File: src/hpp_pkg.sv
package hpp_pkg;

	localparam int unsigned PORT_W        = 8;
	localparam int unsigned ADDR_W        = 8;

	localparam logic [7:0]  OFS_DATA      = 8'h00;
	localparam logic [7:0]  OFS_DIR       = 8'h04;
	localparam logic [7:0]  OFS_CSR       = 8'h08;
	localparam logic [7:0]  OFS_MODE      = 8'h0c;
	localparam logic [7:0]  OFS_ISTAT     = 8'h10;
	localparam logic [7:0]  OFS_IMASK     = 8'h14;

	localparam int unsigned CSR_FLAG_BIT  = 7;
	localparam int unsigned CSR_IE_BIT    = 6;
	localparam int unsigned CSR_STROBE_ON_WRITE_SELECT_BIT = 4;
	localparam int unsigned CSR_LE_BIT    = 3;

	localparam int unsigned MODE_W        = 3;
	localparam logic [2:0]  MODE_SC_A     = 3'h7;
	localparam logic [2:0]  MODE_SC_B     = 3'h4;
	localparam logic [2:0]  MODE_RST      = 3'h7;

	localparam int unsigned EV_W          = 2;
	localparam int unsigned EV_STROBE_BIT = 0;
	localparam int unsigned EV_OSTB_BIT   = 1;
	localparam logic [1:0]  IMASK_RST     = 2'h0;
	localparam logic [1:0]  ISTAT_RST     = 2'h0;

	localparam logic        CTRL_RST      = 1'b0;
	localparam logic        FLAG_RST      = 1'b0;

	localparam int unsigned SYNC_STAGES   = 3;

	typedef enum logic [0:0] {
		HPP_CLR_IDLE  = 1'b0,
		HPP_CLR_ARMED = 1'b1
	} hpp_clr_e;

endpackage : hpp_pkg

File: src/hpp_port.sv
// Local design decisions: the placing of the registers and the AHB-Lite slave port.
`timescale 1ns/10ps
// Summary of operation
// - The port and its strobes work only in the two single-chip modes; otherwise lines float.
// - Eight lines, each an input or output as its direction bit says.
// - Both strobes behave the same whatever the line directions are.
// - The control register has one status bit, the strobe-seen flag, plus three control bits.
// - A falling edge on input_strobe_n sets the strobe-seen flag.
// - With interrupt enable set, the interrupt line is asserted while the flag is set.
// - With latch enable set, the strobe edge captures the pins and holds them.
// - The flag clears only on a data access that follows a control read which saw it set.
// - A data register read makes the input latch transparent again, unless a latching strobe edge comes in the same cycle.
// - output_strobe_n pulses on data write if the select bit is 1, on data read if 0.
// - Output handshake: write, strobe out, peripheral acknowledge sets flag, software clears.
// - Clear direction bits make inputs, set bits make outputs.
module hpp_port #(
	parameter int unsigned PORT_W = hpp_pkg::PORT_W
) (
	input  wire logic                   hclk,
	input  wire logic                   hresetn,
	input  wire logic                   hsel,
	input  wire logic [31:0]            haddr,
	input  wire logic [1:0]             htrans,
	input  wire logic                   hwrite,
	input  wire logic [2:0]             hsize,
	input  wire logic [31:0]            hwdata,
	input  wire logic                   hready,
	output logic      [31:0]            hrdata,
	output logic                        hreadyout,
	output logic                        hresp,
	input  wire logic [PORT_W-1:0]      port_in,
	output logic      [PORT_W-1:0]      port_out,
	output logic      [PORT_W-1:0]      port_oe,
	input  wire logic                   input_strobe_n,
	output logic                        output_strobe_n,
	output logic                        external_interrupt_line_n,
	output logic                        irq
);
	import hpp_pkg::*;

	generate
		if (PORT_W < 1 || PORT_W > 31) begin : g_bad_width
			$error("hpp_port width must lie between 1 and 31");
		end
	endgenerate

	logic [PORT_W:0]        sync_out;
	logic [PORT_W-1:0]      pins_s;
	logic                   strb_s;
	logic                   strb_prev_r;
	logic                   active;
	logic                   fall;

	logic                   acc;
	logic                   wr_pend_r;
	logic                   rd_pend_r;
	logic [ADDR_W-1:0]      wr_addr_r;
	logic [ADDR_W-1:0]      rd_addr_r;
	logic                   data_rd;
	logic                   data_wr;
	logic                   csr_rd;
	logic                   istat_rd;
	logic                   ostb_req;
	logic [31:0]            hrdata_nxt;

	logic [PORT_W-1:0]      dir_r;
	logic [MODE_W-1:0]      mode_r;
	logic                   le_r;
	logic                   strobe_on_write_select_r;
	logic                   ie_r;
	logic                   flag_r;
	hpp_clr_e               clr_r;
	logic [PORT_W-1:0]      latch_r;
	logic                   latched_r;
	logic [PORT_W-1:0]      in_val;
	logic [PORT_W-1:0]      data_val;
	logic [EV_W-1:0]        istat_r;
	logic [EV_W-1:0]        imask_r;
	logic [EV_W-1:0]        ev;
	logic [7:0]             csr_val;

	hpp_sync #(
		.W       (PORT_W + 1),
		.RST_VAL ({1'b1, {PORT_W{1'b0}}})
	) u_sync (
		.clk   (hclk),
		.rst_n (hresetn),
		.din   ({input_strobe_n, port_in}),
		.dout  (sync_out)
	);

	assign pins_s = sync_out[PORT_W-1:0];
	assign strb_s = sync_out[PORT_W];

	assign active = (mode_r == MODE_SC_A) || (mode_r == MODE_SC_B);

	always_ff @(posedge hclk or negedge hresetn) begin
		if (!hresetn) begin
			strb_prev_r <= 1'b1;
		end else begin
			strb_prev_r <= strb_s;
		end
	end

	assign fall = active && strb_prev_r && !strb_s;

	// bus address phase; reads take one wait so writes settle first
	assign acc = hsel && hready && htrans[1];

	always_ff @(posedge hclk or negedge hresetn) begin
		if (!hresetn) begin
			wr_pend_r <= 1'b0;
			rd_pend_r <= 1'b0;
			wr_addr_r <= '0;
			rd_addr_r <= '0;
		end else begin
			wr_pend_r <= acc && hwrite;
			rd_pend_r <= acc && !hwrite;
			if (acc && hwrite) begin
				wr_addr_r <= haddr[ADDR_W-1:0];
			end
			if (acc && !hwrite) begin
				rd_addr_r <= haddr[ADDR_W-1:0];
			end
		end
	end

	always_ff @(posedge hclk or negedge hresetn) begin
		if (!hresetn) begin
			hreadyout <= 1'b1;
			hresp     <= 1'b0;
		end else begin
			hresp <= 1'b0;
			if (acc && !hwrite) begin
				hreadyout <= 1'b0;
			end else if (rd_pend_r) begin
				hreadyout <= 1'b1;
			end
		end
	end

	assign data_rd  = rd_pend_r && (rd_addr_r == OFS_DATA);
	assign data_wr  = wr_pend_r && (wr_addr_r == OFS_DATA);
	assign csr_rd   = rd_pend_r && (rd_addr_r == OFS_CSR);
	assign istat_rd = rd_pend_r && (rd_addr_r == OFS_ISTAT);

	always_ff @(posedge hclk or negedge hresetn) begin
		if (!hresetn) begin
			dir_r <= '0;
		end else if (wr_pend_r && wr_addr_r == OFS_DIR) begin
			dir_r <= hwdata[PORT_W-1:0];
		end
	end

	always_ff @(posedge hclk or negedge hresetn) begin
		if (!hresetn) begin
			port_out <= '0;
		end else if (data_wr) begin
			port_out <= hwdata[PORT_W-1:0];
		end
	end

	always_ff @(posedge hclk or negedge hresetn) begin
		if (!hresetn) begin
			port_oe <= '0;
		end else begin
			port_oe <= active ? dir_r : '0;
		end
	end

	always_ff @(posedge hclk or negedge hresetn) begin
		if (!hresetn) begin
			le_r                     <= CTRL_RST;
			strobe_on_write_select_r <= CTRL_RST;
			ie_r                     <= CTRL_RST;
		end else if (wr_pend_r && wr_addr_r == OFS_CSR) begin
			le_r                     <= hwdata[CSR_LE_BIT];
			strobe_on_write_select_r <= hwdata[CSR_STROBE_ON_WRITE_SELECT_BIT];
			ie_r                     <= hwdata[CSR_IE_BIT];
		end
	end

	always_ff @(posedge hclk or negedge hresetn) begin
		if (!hresetn) begin
			mode_r <= MODE_RST;
		end else if (wr_pend_r && wr_addr_r == OFS_MODE) begin
			mode_r <= hwdata[MODE_W-1:0];
		end
	end

	// arm on control read with flag seen
	always_ff @(posedge hclk or negedge hresetn) begin
		if (!hresetn) begin
			clr_r <= HPP_CLR_IDLE;
		end else begin
			case (clr_r)
				HPP_CLR_IDLE: begin
					if (csr_rd && flag_r) begin
						clr_r <= HPP_CLR_ARMED;
					end
				end
				HPP_CLR_ARMED: begin
					if (data_rd || data_wr) begin
						clr_r <= HPP_CLR_IDLE;
					end
				end
				default: begin
					clr_r <= HPP_CLR_IDLE;
				end
			endcase
		end
	end

	// edge sets flag; a new edge beats the clear
	always_ff @(posedge hclk or negedge hresetn) begin
		if (!hresetn) begin
			flag_r <= FLAG_RST;
		end else if (fall) begin
			flag_r <= 1'b1;
		end else if (clr_r == HPP_CLR_ARMED && (data_rd || data_wr)) begin
			flag_r <= 1'b0;
		end
	end

	// capture pins on the strobe edge
	always_ff @(posedge hclk or negedge hresetn) begin
		if (!hresetn) begin
			latch_r   <= '0;
			latched_r <= 1'b0;
		end else if (fall && le_r) begin
			latch_r   <= pins_s;
			latched_r <= 1'b1;
		end else if (data_rd) begin
			latched_r <= 1'b0;
		end
	end

	assign in_val   = latched_r ? latch_r : pins_s;
	assign data_val = (dir_r & port_out) | (~dir_r & in_val);
	assign csr_val  = {flag_r, ie_r, 1'b0, strobe_on_write_select_r, le_r, 3'h0};

	assign ostb_req = active && (strobe_on_write_select_r ? data_wr : data_rd);

	always_ff @(posedge hclk or negedge hresetn) begin
		if (!hresetn) begin
			output_strobe_n <= 1'b1;
		end else begin
			output_strobe_n <= !ostb_req;
		end
	end

	// level request while flag and enable
	always_ff @(posedge hclk or negedge hresetn) begin
		if (!hresetn) begin
			external_interrupt_line_n <= 1'b1;
		end else begin
			external_interrupt_line_n <= !(flag_r && ie_r);
		end
	end

	// sticky events, cleared by reading; a new event survives the read
	always_comb begin
		ev                = '0;
		ev[EV_STROBE_BIT] = fall;
		ev[EV_OSTB_BIT]   = ostb_req;
	end

	always_ff @(posedge hclk or negedge hresetn) begin
		if (!hresetn) begin
			istat_r <= ISTAT_RST;
		end else begin
			istat_r <= (istat_rd ? '0 : istat_r) | ev;
		end
	end

	always_ff @(posedge hclk or negedge hresetn) begin
		if (!hresetn) begin
			imask_r <= IMASK_RST;
		end else if (wr_pend_r && wr_addr_r == OFS_IMASK) begin
			imask_r <= hwdata[EV_W-1:0];
		end
	end

	always_ff @(posedge hclk or negedge hresetn) begin
		if (!hresetn) begin
			irq <= 1'b0;
		end else begin
			irq <= |(istat_r & imask_r);
		end
	end

	// flag is the only status bit of the control register
	always_comb begin
		hrdata_nxt = 32'h0000_0000;
		case (rd_addr_r)
			OFS_DATA:  hrdata_nxt = 32'(data_val);
			OFS_DIR:   hrdata_nxt = 32'(dir_r);
			OFS_CSR:   hrdata_nxt = 32'(csr_val);
			OFS_MODE:  hrdata_nxt = 32'(mode_r);
			OFS_ISTAT: hrdata_nxt = 32'(istat_r);
			OFS_IMASK: hrdata_nxt = 32'(imask_r);
			default:   hrdata_nxt = 32'h0000_0000;
		endcase
	end

	always_ff @(posedge hclk or negedge hresetn) begin
		if (!hresetn) begin
			hrdata <= 32'h0000_0000;
		end else if (rd_pend_r) begin
			hrdata <= hrdata_nxt;
		end
	end
endmodule : hpp_port

File: src/hpp_sync.sv
`timescale 1ns/10ps
module hpp_sync #(
	parameter int unsigned W       = 9,
	parameter logic [W-1:0] RST_VAL = '0
) (
	input  wire logic         clk,
	input  wire logic         rst_n,
	input  wire logic [W-1:0] din,
	output logic      [W-1:0] dout
);
	import hpp_pkg::*;

	logic [W-1:0] s1_r;
	logic [W-1:0] s2_r;
	logic [W-1:0] s3_r;

	generate
		if (W < 1) begin : g_bad_w
			$error("hpp_sync width must be at least one");
		end
	endgenerate

	// stage one feeds stage two only; metastability stays contained
	always_ff @(posedge clk or negedge rst_n) begin
		if (!rst_n) begin
			s1_r <= RST_VAL;
			s2_r <= RST_VAL;
			s3_r <= RST_VAL;
		end else begin
			s1_r <= din;
			s2_r <= s1_r;
			s3_r <= s2_r;
		end
	end

	// a bit changes only once stages two and three agree
	always_ff @(posedge clk or negedge rst_n) begin
		if (!rst_n) begin
			dout <= RST_VAL;
		end else begin
			for (int i = 0; i < W; i++) begin
				if (s2_r[i] == s3_r[i]) begin
					dout[i] <= s3_r[i];
				end
			end
		end
	end

endmodule : hpp_sync

File: config.mk
export PLATFORM = sky130hd
export DESIGN_NAME = hpp_port
export DESIGN_NICKNAME = d
export VERILOG_FILES = /design/src/hpp_pkg.sv /design/src/hpp_port.sv /design/src/hpp_sync.sv
export SDC_FILE = /design/constraint.sdc
export NUM_CORES = 1
export LEC_CHECK = 0
export BUFFER_PORTS_ARGS = -buffer_cell sky130_fd_sc_hd__buf_2
export CORE_MARGIN = 10
export CORE_UTILIZATION = 40
export CTS_CLUSTER_SIZE = 40
export DETAILED_ROUTE_END_ITERATION = 8
export PLACE_DENSITY_LB_ADDON = 0.2
export SLEW_MARGIN = 0
export SYNTH_ARGS = -nofsm -noshare
export SYNTH_HDL_FRONTEND = slang
export SYNTH_HIERARCHICAL = 1
export SYNTH_SLANG_ARGS = --single-unit
File: constraint.sdc
create_clock -name hclk -period 1.8 [get_ports hclk]
set_input_delay 0 -clock hclk [delete_from_list [all_inputs] [get_ports hclk]]
set_output_delay 0 -clock hclk [all_outputs]
set_load 0.01 [all_outputs]
# Word-level counts from Yosys, hierarchy flattened
# Cells that the tools add are included.
# Widths: inputs -> output; s select.
# word_totals
ff_bits	136
latch_bits	0
ram_bits	0
rom_bits	0
in_bits	83
out_inout_bits	53
elab_cells	107
n_memories	0
# op_classes
addsub	0
multipliers	0
div	0
n_lt_le_gt_ge	0
n_eq_ne	20
shifts	0
mux	14
n_bitwise	7
reduce_logical	31
# ops
op	n
$pmux 8 s6	1
$eq 8x4->1 const B	4
$eq 8x5->1 const B	3
$logic_and 1x1->1	19
$and 8x8->8	2
$eq 8x3->1 const B	2
$logic_not 8->1	2
$mux 8	2
$eq 1x1->1	9
$mux 1	9
$not 8->8	1
$or 8x8->8	1
$eq 3x3->1 const B	2
$reduce_bool 2->1	3
$logic_not 1->1	4
$and 2x2->2	1
$logic_or 1x1->1	2
$mux 2	1
$or 2x2->2	1
$pmux 1 s2	1
$reduce_or 2->1	1
$not 1->1	1

# Logic depth before layout (Yosys ltp)
# Gate-level depths: netlist of run 1.
# depth
ltp_word	6
depth_mapped	6
ltp_nobuf	4

# By module
# Netlist of run 1, hierarchy kept.
# by_module_without_submodules
module	instances	cells_each	area_each_um2	seq_area_each_um2
hpp_port	1	299	3445.8	1910.6
hpp_sync	1	45	1007.2	905.9

# Least setup slack after synthesis of run 1
# No wires, ideal clock.
# synth_path
path_type	flip-flop to flip-flop
from	register wr_addr_r[1]
to	register port_out[0]
setup_time_ns	0.125
arrival_time_ns	1.840
t_required_ns	1.675
path_slack_ns	-0.165
stages_incl_launch_ff	5
path_buffers	1
period_less_slack_ns	1.965
cell_sequence	dfrtp_1 -> or4_4 -> or4_4 -> buf_6 -> mux2_4
# synth_between
elab_chain_cells	2
# synth_rtl
element	line_no	text
from (decl)	hpp_port.sv:57	logic [ADDR_W-1:0] wr_addr_r;
from (signal assigned)	hpp_port.sv:120	wr_addr_r <= haddr[ADDR_W-1:0];
$logic_not 8->1	hpp_port.sv:143	assign data_wr = wr_pend_r && (wr_addr_r == OFS_DATA);
$logic_and 1x1->1	hpp_port.sv:143	
to (signal assigned)	hpp_port.sv:159	port_out <= hwdata[PORT_W-1:0];
to (decl)	hpp_port.sv:32	output logic [PORT_W-1:0] port_out,
# Every way passes these cells.
# A chain may end at the register's enable or synchronous reset.

# Final worst setup path of run 1
# Same ends and word-level chain as after synthesis.

==> results of run 1 <==
## worst min-delay path by stage
stage / cells past startpoint / endpoint / slack [ns] / start
6_report: 4 / rd_addr_r[6]$_DFFE_PN0P_ / 0.16 / hwrite
3_3_place_gp: 1 / u_sync/s1_r[8]$_DFF_PN1_ / 0.11 / input_strobe_n
3_5_place_dp: 1 / u_sync/s1_r[8]$_DFF_PN1_ / 0.11 / input_strobe_n
5_1_grt: 4 / rd_addr_r[6]$_DFFE_PN0P_ / 0.16 / hwrite
4_1_cts: 4 / rd_addr_r[6]$_DFFE_PN0P_ / 0.13 / hwrite
2_1_floorplan: 0 / clr_r$_DFF_PN0_ / -0.30 / hresetn
## sequential cells by signal, indices dropped and copies added, names as in the netlist, 9 cells and up
register	flops
u_sync/s1_r	9
u_sync/s3_r	9
u_sync/s2_r	9
u_sync/dout	9
## stage by stage
step / hold WS [ns] / std cells / setup slack (ns) / instance area (um^2)
finish: 0.160 / 591 / -0.141 / 5440
floorplan: -0.296 / 368 / -0.104 / 4550
global route: 0.164 / 591 / -0.184 / 5440
detailed placement: 0.106 / 547 / -0.210 / 4910
global placement: 0.106 / 547 / -0.172 / 4910
CTS: 0.134 / 591 / -0.209 / 5440
## power by group through the flow
| stage | Combinational, W | Clock (W) | Sequential [W] |
|---|---|---|---|
| floorplan | 0.000742 | 0 | 0.00323 |
| global placement | 0.00113 | 0 | 0.00327 |
| detailed placement | 0.00115 | 0 | 0.00328 |
| CTS | 0.00121 | 0.00164 | 0.00324 |
| global route | 0.00132 | 0.00176 | 0.00329 |
| finish | 0.00119 | 0.00159 | 0.00323 |
## layer usage
metal	share of wire (%)	global-route usage (%)	wire length (um)	up-vias
met3	5.3	3.76	484	11
met2	46	17.8	4270	77
li1	-	-	-	1350
met1	47	15.2	4310	1345
met4	1.3	3.73	121	0
met5	0	0	0	-
## critical path: stages (launching register included)
cell	delay, ns
dfrtp_1	0.39
or4_4	0.53
or4_4	0.46
buf_6	0.17
mux2_4	0.29
## logic make-up after synthesis
kind of cell	after synthesis
other cells	1
xor+xnor	1
buf+inv	38
mux	44
fa+ha+maj	9
simple gates	99
compound gates	40
flops	112
## cell usage in the layout, fill, tap and decap left out, types with 2 or more instances in the layout
cell type,Yosys,layout
o21a_1,5,5
nand2_1,51,51
dlygate4sd3_1,0,26
inv_1,3,3
a21oi_1,6,6
nand2b_1,2,2
mux2i_1,12,12
buf_2,0,57
clkbuf_8,0,9
mux2_2,24,24
dfstp_2,11,11
buf_4,25,13
conb_1,1,25
and3_1,9,9
o2bb2ai_1,2,2
nand3_1,2,2
o21ai_0,9,9
nand3b_1,2,2
a22oi_1,5,5
o31ai_1,4,4
a21o_1,2,2
buf_6,1,4
or4_4,2,2
clkinvlp_4,0,2
mux2_4,8,8
nand4_1,3,3
nand4b_1,3,3
nor2_1,9,8
dfrtp_1,101,101
nor3_1,6,5
a22o_1,3,3
clkinv_8,0,2
maj3_2,9,9
## cells in the mapped netlist (8+ instances only)
cell      count
and3_1        9
buf_4        25
clkbuf_1      8
dfrtp_1     101
dfstp_2      11
maj3_2        9
mux2_2       24
mux2_4        8
mux2i_1      12
nand2_1      51
nor2_1        9
o21ai_0       9
## what timing repair did
item | 4_1_cts | 5_1_grt
hold buffers | 26 | 0
endpoints found under the hold margin | 150 | 0
setup buffers | 2 | 0
pin swaps | 4 | 3
resized for setup | 7 | 1
setup endpoints to repair | 25 | 23
cloned | 0 | 0
## cell type report
cell class / instances / area, um^2
fill: 975 / 5450
sequential: 112 / 2820
multi-input combinational: 218 / 1500
timing repair buffer: 101 / 708
tap: 140 / 175
clock buffer: 9 / 124
clock inverter: 7 / 97.6
inverter: 4 / 15.0
==> impl_metrics.ini, run 1 <==
[layout]
areaGrowthSynthToFinish_pct = 22.2
fin_util_pct = 50.0
antenna_cells = 0
layout-drive-gt1-share_pct = 33.3
fin_nets = 529

[route]
dr.pass1.iters = 4
vias_per_cell = 4.71
ant_nets = 0
wl_um = 9190
drc = 0
vias = 2783
wl_per_cell_um = 15.6
drt_iter0_drc = 156

[yosys]
yosysWarnings = 6
synth_xor_area_share_pct = 0.197
synth-edff-count = 0
yosysSeqAreaShare_pct = 63.2
synth.area.top_cells = dfrtp_1, dfstp_2, mux2_2
synth_ff_type = dfrtp_1
synth_simple_gate_area_share_pct = 11.1
synth.largest_area_cell = dfrtp_1
yosysTopAreaCellShare_pct = 56.8
ys_seq_elements = 112
post_synth_instance_area_um2 = 4450
synth_area_per_cell_um2 = 12.9
syn-instance-count = 344
synth_top_family_by_area = multiplexers
synth_compound_area_share_pct = 6.13
synthAdderAreaFrac_pct = 2.28
synth.distinct_cells = 45
muxShareOfSynthArea_pct = 11.5
async_reset_ff_share_pct = 100

[placed_design]
dp.final_hpwl_um = 6530
port_buffers = 58
place_congestion = 0.801

[pwr]
internal_power_w = 0.00424
power.clock.fraction_pct = 26.4
power.density_nw_per_um2 = 1110
sequentialPowerShare_pct = 53.7
p_total_w = 0.00602
swShare_pct = 29.5
leakage_nw = 2.63
vdd_drop_max_v = 0.000544
p_comb_share_pct = 19.8
switching_power_w = 0.00178

[floorplanning]
rows = 38
fp.coreArea_um2 = 10900
start_util_pct = 40.9
die_w_um = 126
pin_count = 136
die_y_um = 126
die_area_um2 = 15800

[cts]
path_clk_slew_ns = 0.11
htreeDepth = 3
clkLatencyLatePin_ns = 0.38
clock_sinks = 112
clockBufferDepth = 2
cts_tree = yes
numCtsBuffers = 9
clock-root-buffer = clkbuf_8

[grt]
grt_pass1_vias = 2922
grt_max_degree = 113
overflow = 0
antenna_found_initial = 0
grt_pass1_wl_um = 15100
grt.total_usage_pct = 11.6

[sta]
fin_crit_sh_pct = 108
setup_viol = 18
finalSetupTns_ns = -1.49
tightest_slew_ns = 0.584
grt_setup_unrepaired = true
fin_skew_ns = 0.0188
finalHoldViolCount = 0
period_needed_ns = 1.94
worst_slack_ns = -0.141
slew_violations = 0
slew_headroom_pct = 61.0
max_freq_mhz = 515

[worst_setup_path]
r2r_start = wr_addr_r[1]$_DFFE_PN0P_
ff2ff_setup_slack_ns = -0.14
start_kind = flip-flop
cp.required_ns = 2.06
r2r-end = port_out[0]$_DFFE_PN0N_
ff2ff_path_depth = 4
endpoint_kind = flip-flop
worstPathArrival_ns = 2.20
critical_path.endpoint = port_out[0]$_DFFE_PN0N_
path_max_fanout = 6
startpoint = wr_addr_r[1]$_DFFE_PN0P_
crit_type = reg2reg

[worst_hold_path]
hp-class = in2reg

[outcome]
violations = setup timing
outcome = finished, violations left

[flow_run]
drv_cap = 0
No activity file was read; power rests on OpenSTA's default activity.
==> run 2, diff against run 1 <==
Settings changed: ABC_AREA set to 1.
==> run 2 against run 1 <==
  * The run now ends clean
  * Cell count is 25% higher
  * Setup slack better by 0.41 ns
  * Core utilization down 0.89 points
  * Critical path type unchanged
  * Maximum frequency up 26%
  * Wire length up 7.9%
==> impl_metrics.ini, run 2 <==
[sta]
setup_viol = 0
slew_violations = 0
period_needed_ns = 1.54
finalSetupTns_ns = 0
finalHoldViolCount = 0
tightest_slew_ns = 0.730
max_freq_mhz = 651
fin_crit_sh_pct = 85.3
fin_skew_ns = 0.00673
slew_headroom_pct = 51.2
grt_setup_unrepaired = false

[worst_setup_path]
worstPathArrival_ns = 1.81
path_cells = nor2_2 -> o21ai_4 -> nor3_4 -> nand2_4 -> nand2_1 -> o21ai_2
start_kind = flip-flop
crit_path_max_incr_delay_ns = 0.56
endpoint_kind = flip-flop
path_max_fanout = 17
crit_type = reg2reg
crit_path_top_delay_cell = dfstp_2
cp.required_ns = 2.08

[pwr]
p_total_w = 0.00662
vdd_drop_max_v = 0.000475
power.density_nw_per_um2 = 1180
leakage_nw = 2.93

[placed_design]
place_congestion = 0.797
dp.final_hpwl_um = 7200
port_buffers = 58

[grt]
grt_max_degree = 43
antenna_found_initial = 0
overflow = 0
grt.total_usage_pct = 12.5
grt_pass1_wl_um = 16500
grt_pass1_vias = 3451

[cts]
clock_sinks = 112
cts_tree = yes
clkLatencyLatePin_ns = 0.35
htreeDepth = 3
clockBufferDepth = 2
cts_resized = 0
cts_setup_buffers = 0
path_clk_slew_ns = 0.07
postCtsHoldBufs = 27
numCtsBuffers = 9
clock-root-buffer = clkbuf_16

[floorplanning]
pin_count = 136
die_area_um2 = 16500
die_y_um = 128
die_w_um = 128
fp.coreArea_um2 = 11500
start_util_pct = 41.0
rows = 39

[yosys]
yosysWarnings = 6
synth_area_per_cell_um2 = 9.43
synth_ff_type = dfrtp_1
yosysSeqAreaShare_pct = 59.9
synth.area.top_cells = dfrtp_1, nand2_1, dfstp_2
yosysMostFrequentCell = nand2_1
yosysTopAreaCellShare_pct = 53.7
syn-instance-count = 499
synth.distinct_cells = 30
synth-edff-count = 0
ys_seq_elements = 112
synth_commonest_cells = nand2_1, dfrtp_1, inv_1
post_synth_instance_area_um2 = 4700
async_reset_ff_share_pct = 100
synth.largest_area_cell = dfrtp_1

[route]
ant_nets = 0
drc = 0
vias = 3383
route.met2.wl_um = 4600
top_layer = met4
wl_met1_um = 4350
vias_per_cell = 4.57
wl_um = 9920
drt_iter0_drc = 260
wl_met3_um = 715
wl_per_cell_um = 13.4
dr.pass1.iters = 5

[outcome]
outcome = finished clean

[worst_hold_path]
hp-class = in2reg

[flow_run]
drv_cap = 0

[layout]
mostFrequentLayoutCells = nand2_1, dfrtp_1, buf_2
final_common_cell = nand2_1
layout-drive-gt1-share_pct = 21.6
fin_nets = 675
areaGrowthSynthToFinish_pct = 19.7
n_fill_cell = 1080
[run 2: changes by cell type after synthesis, sizes merged, moves of 5 or more]
cell,delta
a22oi,-5
and3,-8
buf,+6
clkbuf,-6
inv,+51
maj3,-9
mux2,-32
mux2i,-12
nand2,+105
nand3,+29
nor2,+28
o21ai,+42
[run 2: per-layer routing]
layer	global-route usage, %	up-vias
li1	-	1705
met2	19.3	96
met1	15.7	1561
met4	6.42	0
met5	0	-
met3	3.45	21
[run 2: final cells by class]
cell class	instances	area [um^2]	area share (%)
diodes	1	2.50	0.0445
multi-input cells	323	1530	27.1
clock buffers	10	229	4.07
well taps	143	179	3.18
flip-flops and latches	112	2820	50.0
clock inverters	6	45.0	0.800
inverters	54	203	3.60
repair buffers	92	628	11.2
[run 2: logic make-up after synthesis]
| group | count (synthesis) | share of synthesized area (%) |
|---|---|---|
| and+or+nand+nor | 232 | 21.1 |
| DFF | 112 | 59.9 |
| buffers and inverters | 88 | 9.60 |
| other | 1 | 0.0797 |
| AOI/OAI and AO/OA | 66 | 9.31 |
[run 2: worst paths after layout]
check                                         startpoint                         to  slack (ns)  cells after the start
worst min register to register  u_sync/s1_r[3]$_DFF_PN0_   u_sync/s2_r[3]$_DFF_PN0_        0.35                      0
min in group asynchronous                        hresetn   u_sync/s2_r[0]$_DFF_PN0_        0.17                      2
worst max-delay path               mode_r[1]$_DFFE_PN1P_     latch_r[2]$_DFFE_PN0P_        0.26                      6
max in group asynchronous                        hresetn  output_strobe_n$_DFF_PN1_        0.95                      3
worst max register to register     mode_r[1]$_DFFE_PN1P_     latch_r[2]$_DFFE_PN0P_        0.26                      6
worst min-delay path                              hready        wr_pend_r$_DFF_PN0_        0.09                      3
[run 2: report_power, final]
part           internal [W]  switching, W  total (W)
combinational      0.000563      0.000872    0.00143
sequential          0.00303      0.000316    0.00334
clock              0.000947      0.000901    0.00185
[run 2: per-stage QoR]
stage	util [%]	std cells	area, um^2	setup slack [ns]	hold slack, ns
after floorplan	-	523	4790	0.424	-0.296
after CTS	49.1	740	5630	0.254	0.0835
after detailed placement	44.3	697	5080	0.269	0.00959
after global placement	44.3	697	5080	0.304	0.0153
final	49.1	741	5630	0.265	0.0922
after global routing	49.1	740	5630	0.147	0.106
[run 2: worst max-delay path: cells and delay by family (launching register included)]
family	cells	cell delay [ns]
AO/OA/AOI/OAI	2	0.44
flip-flops	1	0.56
AND/OR/NAND/NOR	4	0.46
==> run 3, diff against run 2 <==
Settings changed: CORE_UTILIZATION 40 to 47.
==> run 3 against run 2 <==
  * Sequential share of layout area increased by 0.75 points
  * Register-to-register slack about the same
  * Largest power group unchanged
  * First-iteration DRC count decreased by 18%
  * Cell count decreased by 1.5%
  * Non-clock buffer count unchanged
  * Total power decreased by 4.8%
  * Core utilization increased by 7.7 points
  * Hold slack got worse by 0.054 ns
  * Maximum frequency decreased by 0.35%
  * Design area decreased by 1.5%
  * Sequential power about the same
  * Setup slack got worse by 0.0053 ns
  * Critical endpoint is now latch_r[6]$_DFFE_PN0P_
==> impl_metrics.ini, run 3 (synthesis results as in run 2) <==
[outcome]
outcome = finished clean

[pwr]
switching_power_w = 0.00202
swShare_pct = 32.0
power.density_nw_per_um2 = 1140
power.clock.fraction_pct = 24.4
vdd_drop_max_v = 0.000476
p_comb_share_pct = 22.7
leakage_nw = 2.91
sequentialPowerShare_pct = 52.9
internal_power_w = 0.00428
p_total_w = 0.00630

[layout]
fin_nets = 675
final_common_cell = nand2_1
antenna_cells = 0
fin_util_pct = 56.7
final_cell_area_um2 = 5550
final_cells = 730
layout-drive-gt1-share_pct = 21.6
mostFrequentLayoutCells = nand2_1, dfrtp_1, buf_2
areaGrowthSynthToFinish_pct = 17.9

[sta]
finalHoldViolCount = 0
fin_crit_sh_pct = 85.6
slew_headroom_pct = 56.7
grt_setup_unrepaired = false
period_needed_ns = 1.54
fin_skew_ns = 0.0161
slew_violations = 0
finalSetupTns_ns = 0
tightest_slew_ns = 0.647
max_freq_mhz = 649
setup_viol = 0

[grt]
grt_use_met2_pct = 22.7
grt.busiest_layer = met2
overflow = 0
grt_pass1_wl_um = 16900
use_met1_pct = 18.1
grt_pass1_vias = 3509
globalRouteMet3Util_pct = 4.97
grt_max_degree = 43
antenna_found_initial = 0
grt.total_usage_pct = 14.3

[worst_setup_path]
worstPathArrival_ns = 1.84
crit_path_max_incr_delay_ns = 0.58
critical-path-top-delay-family = flip-flops
cp_num_buf_inv = 0
path_max_fanout = 17
start_kind = flip-flop
cp.required_ns = 2.09
endpoint_kind = flip-flop
crit_type = reg2reg
path_cells = nor2_2 -> o21ai_4 -> nor3_4 -> nand2_4 -> nand2_1 -> o21ai_2
crit_path_top_delay_cell = dfstp_2

[cts]
clock-root-buffer = clkbuf_8
numCtsBuffers = 9
clockBufferDepth = 2
htreeDepth = 3
cts_setup_buffers = 0
cts_resized = 0
postCtsHoldBufs = 27
path_clk_slew_ns = 0.11
clkLatencyLatePin_ns = 0.37
clock_sinks = 112
cts_tree = yes

[route]
vias_per_cell = 4.66
drc = 0
wl_um = 9830
dr.pass1.iters = 5
vias = 3402
ant_nets = 0
drt_iter0_drc = 214
wl_per_cell_um = 13.5

[floorplanning]
die_y_um = 120
rows = 36
fp.coreArea_um2 = 9770
die_w_um = 120
die_area_um2 = 14400
start_util_pct = 48.1
pin_count = 136

[placed_design]
dp.final_hpwl_um = 7180
dpl_cell_area_um2 = 5070
port_buffers = 58
post-place-cells = 687
place_congestion = 0.792

[flow_run]
drv_cap = 0

[worst_hold_path]
hp-class = in2reg
==> run 3: power by group through the flow <==
stage	logic (W)	clock network, W	registers (W)
after global placement	0.00138	0	0.00336
after global routing	0.00163	0.00169	0.00341
after CTS	0.00146	0.00159	0.00333
final	0.00143	0.00154	0.00333
after floorplan	0.000881	0	0.00341
after detailed placement	0.00141	0	0.00338
==> run 3: metal layers <==
layer,share of wire [%],vias up
li1,-,1700
met1,44,1600
met2,48,94
met3,7.0,8
met4,1.0,0
met5,0,-
==> run 3: area by class of cell <==
| type | count | area (um^2) |
|---|---|---|
| Clock buffer | 11 | 141 |
| Timing Repair Buffer | 92 | 628 |
| Fill cell | 918 | 4230 |
| Inverter | 54 | 203 |
| Clock inverter | 5 | 65.1 |
| Tap cell | 133 | 166 |
| Multi-Input combinational cell | 323 | 1530 |
| Sequential cell | 112 | 2820 |
==> run 3: path summary, 6_finish.rpt <==
check / from / end / slack [ns] / cells past startpoint
max in group asynchronous: hresetn / strb_prev_r$_DFF_PN1_ / 0.94 / 3
max: mode_r[1]$_DFFE_PN1P_ / latch_r[6]$_DFFE_PN0P_ / 0.26 / 6
min in group asynchronous: hresetn / u_sync/s2_r[6]$_DFF_PN0_ / 0.17 / 2
min reg2reg: u_sync/s1_r[4]$_DFF_PN0_ / u_sync/s2_r[4]$_DFF_PN0_ / 0.36 / 0
min: hready / wr_pend_r$_DFF_PN0_ / 0.04 / 3
max reg2reg: mode_r[1]$_DFFE_PN1P_ / latch_r[6]$_DFFE_PN0P_ / 0.26 / 6
==> run 3: metrics by stage <==
stage / setup slack (ns) / hold slack [ns]
floorplan: 0.424 / -0.296
global placement: 0.323 / 0.0321
detailed placement: 0.308 / 0.0392
CTS: 0.251 / 0.0286
global route: 0.150 / 0.0682
finish: 0.259 / 0.0381
==> run 3: worst min-delay path: cells and delay by family <==
| kind | cells | cell delay [ns] |
|---|---|---|
| buf+inv | 1 | 0.10 |
| simple gates | 2 | 0.23 |
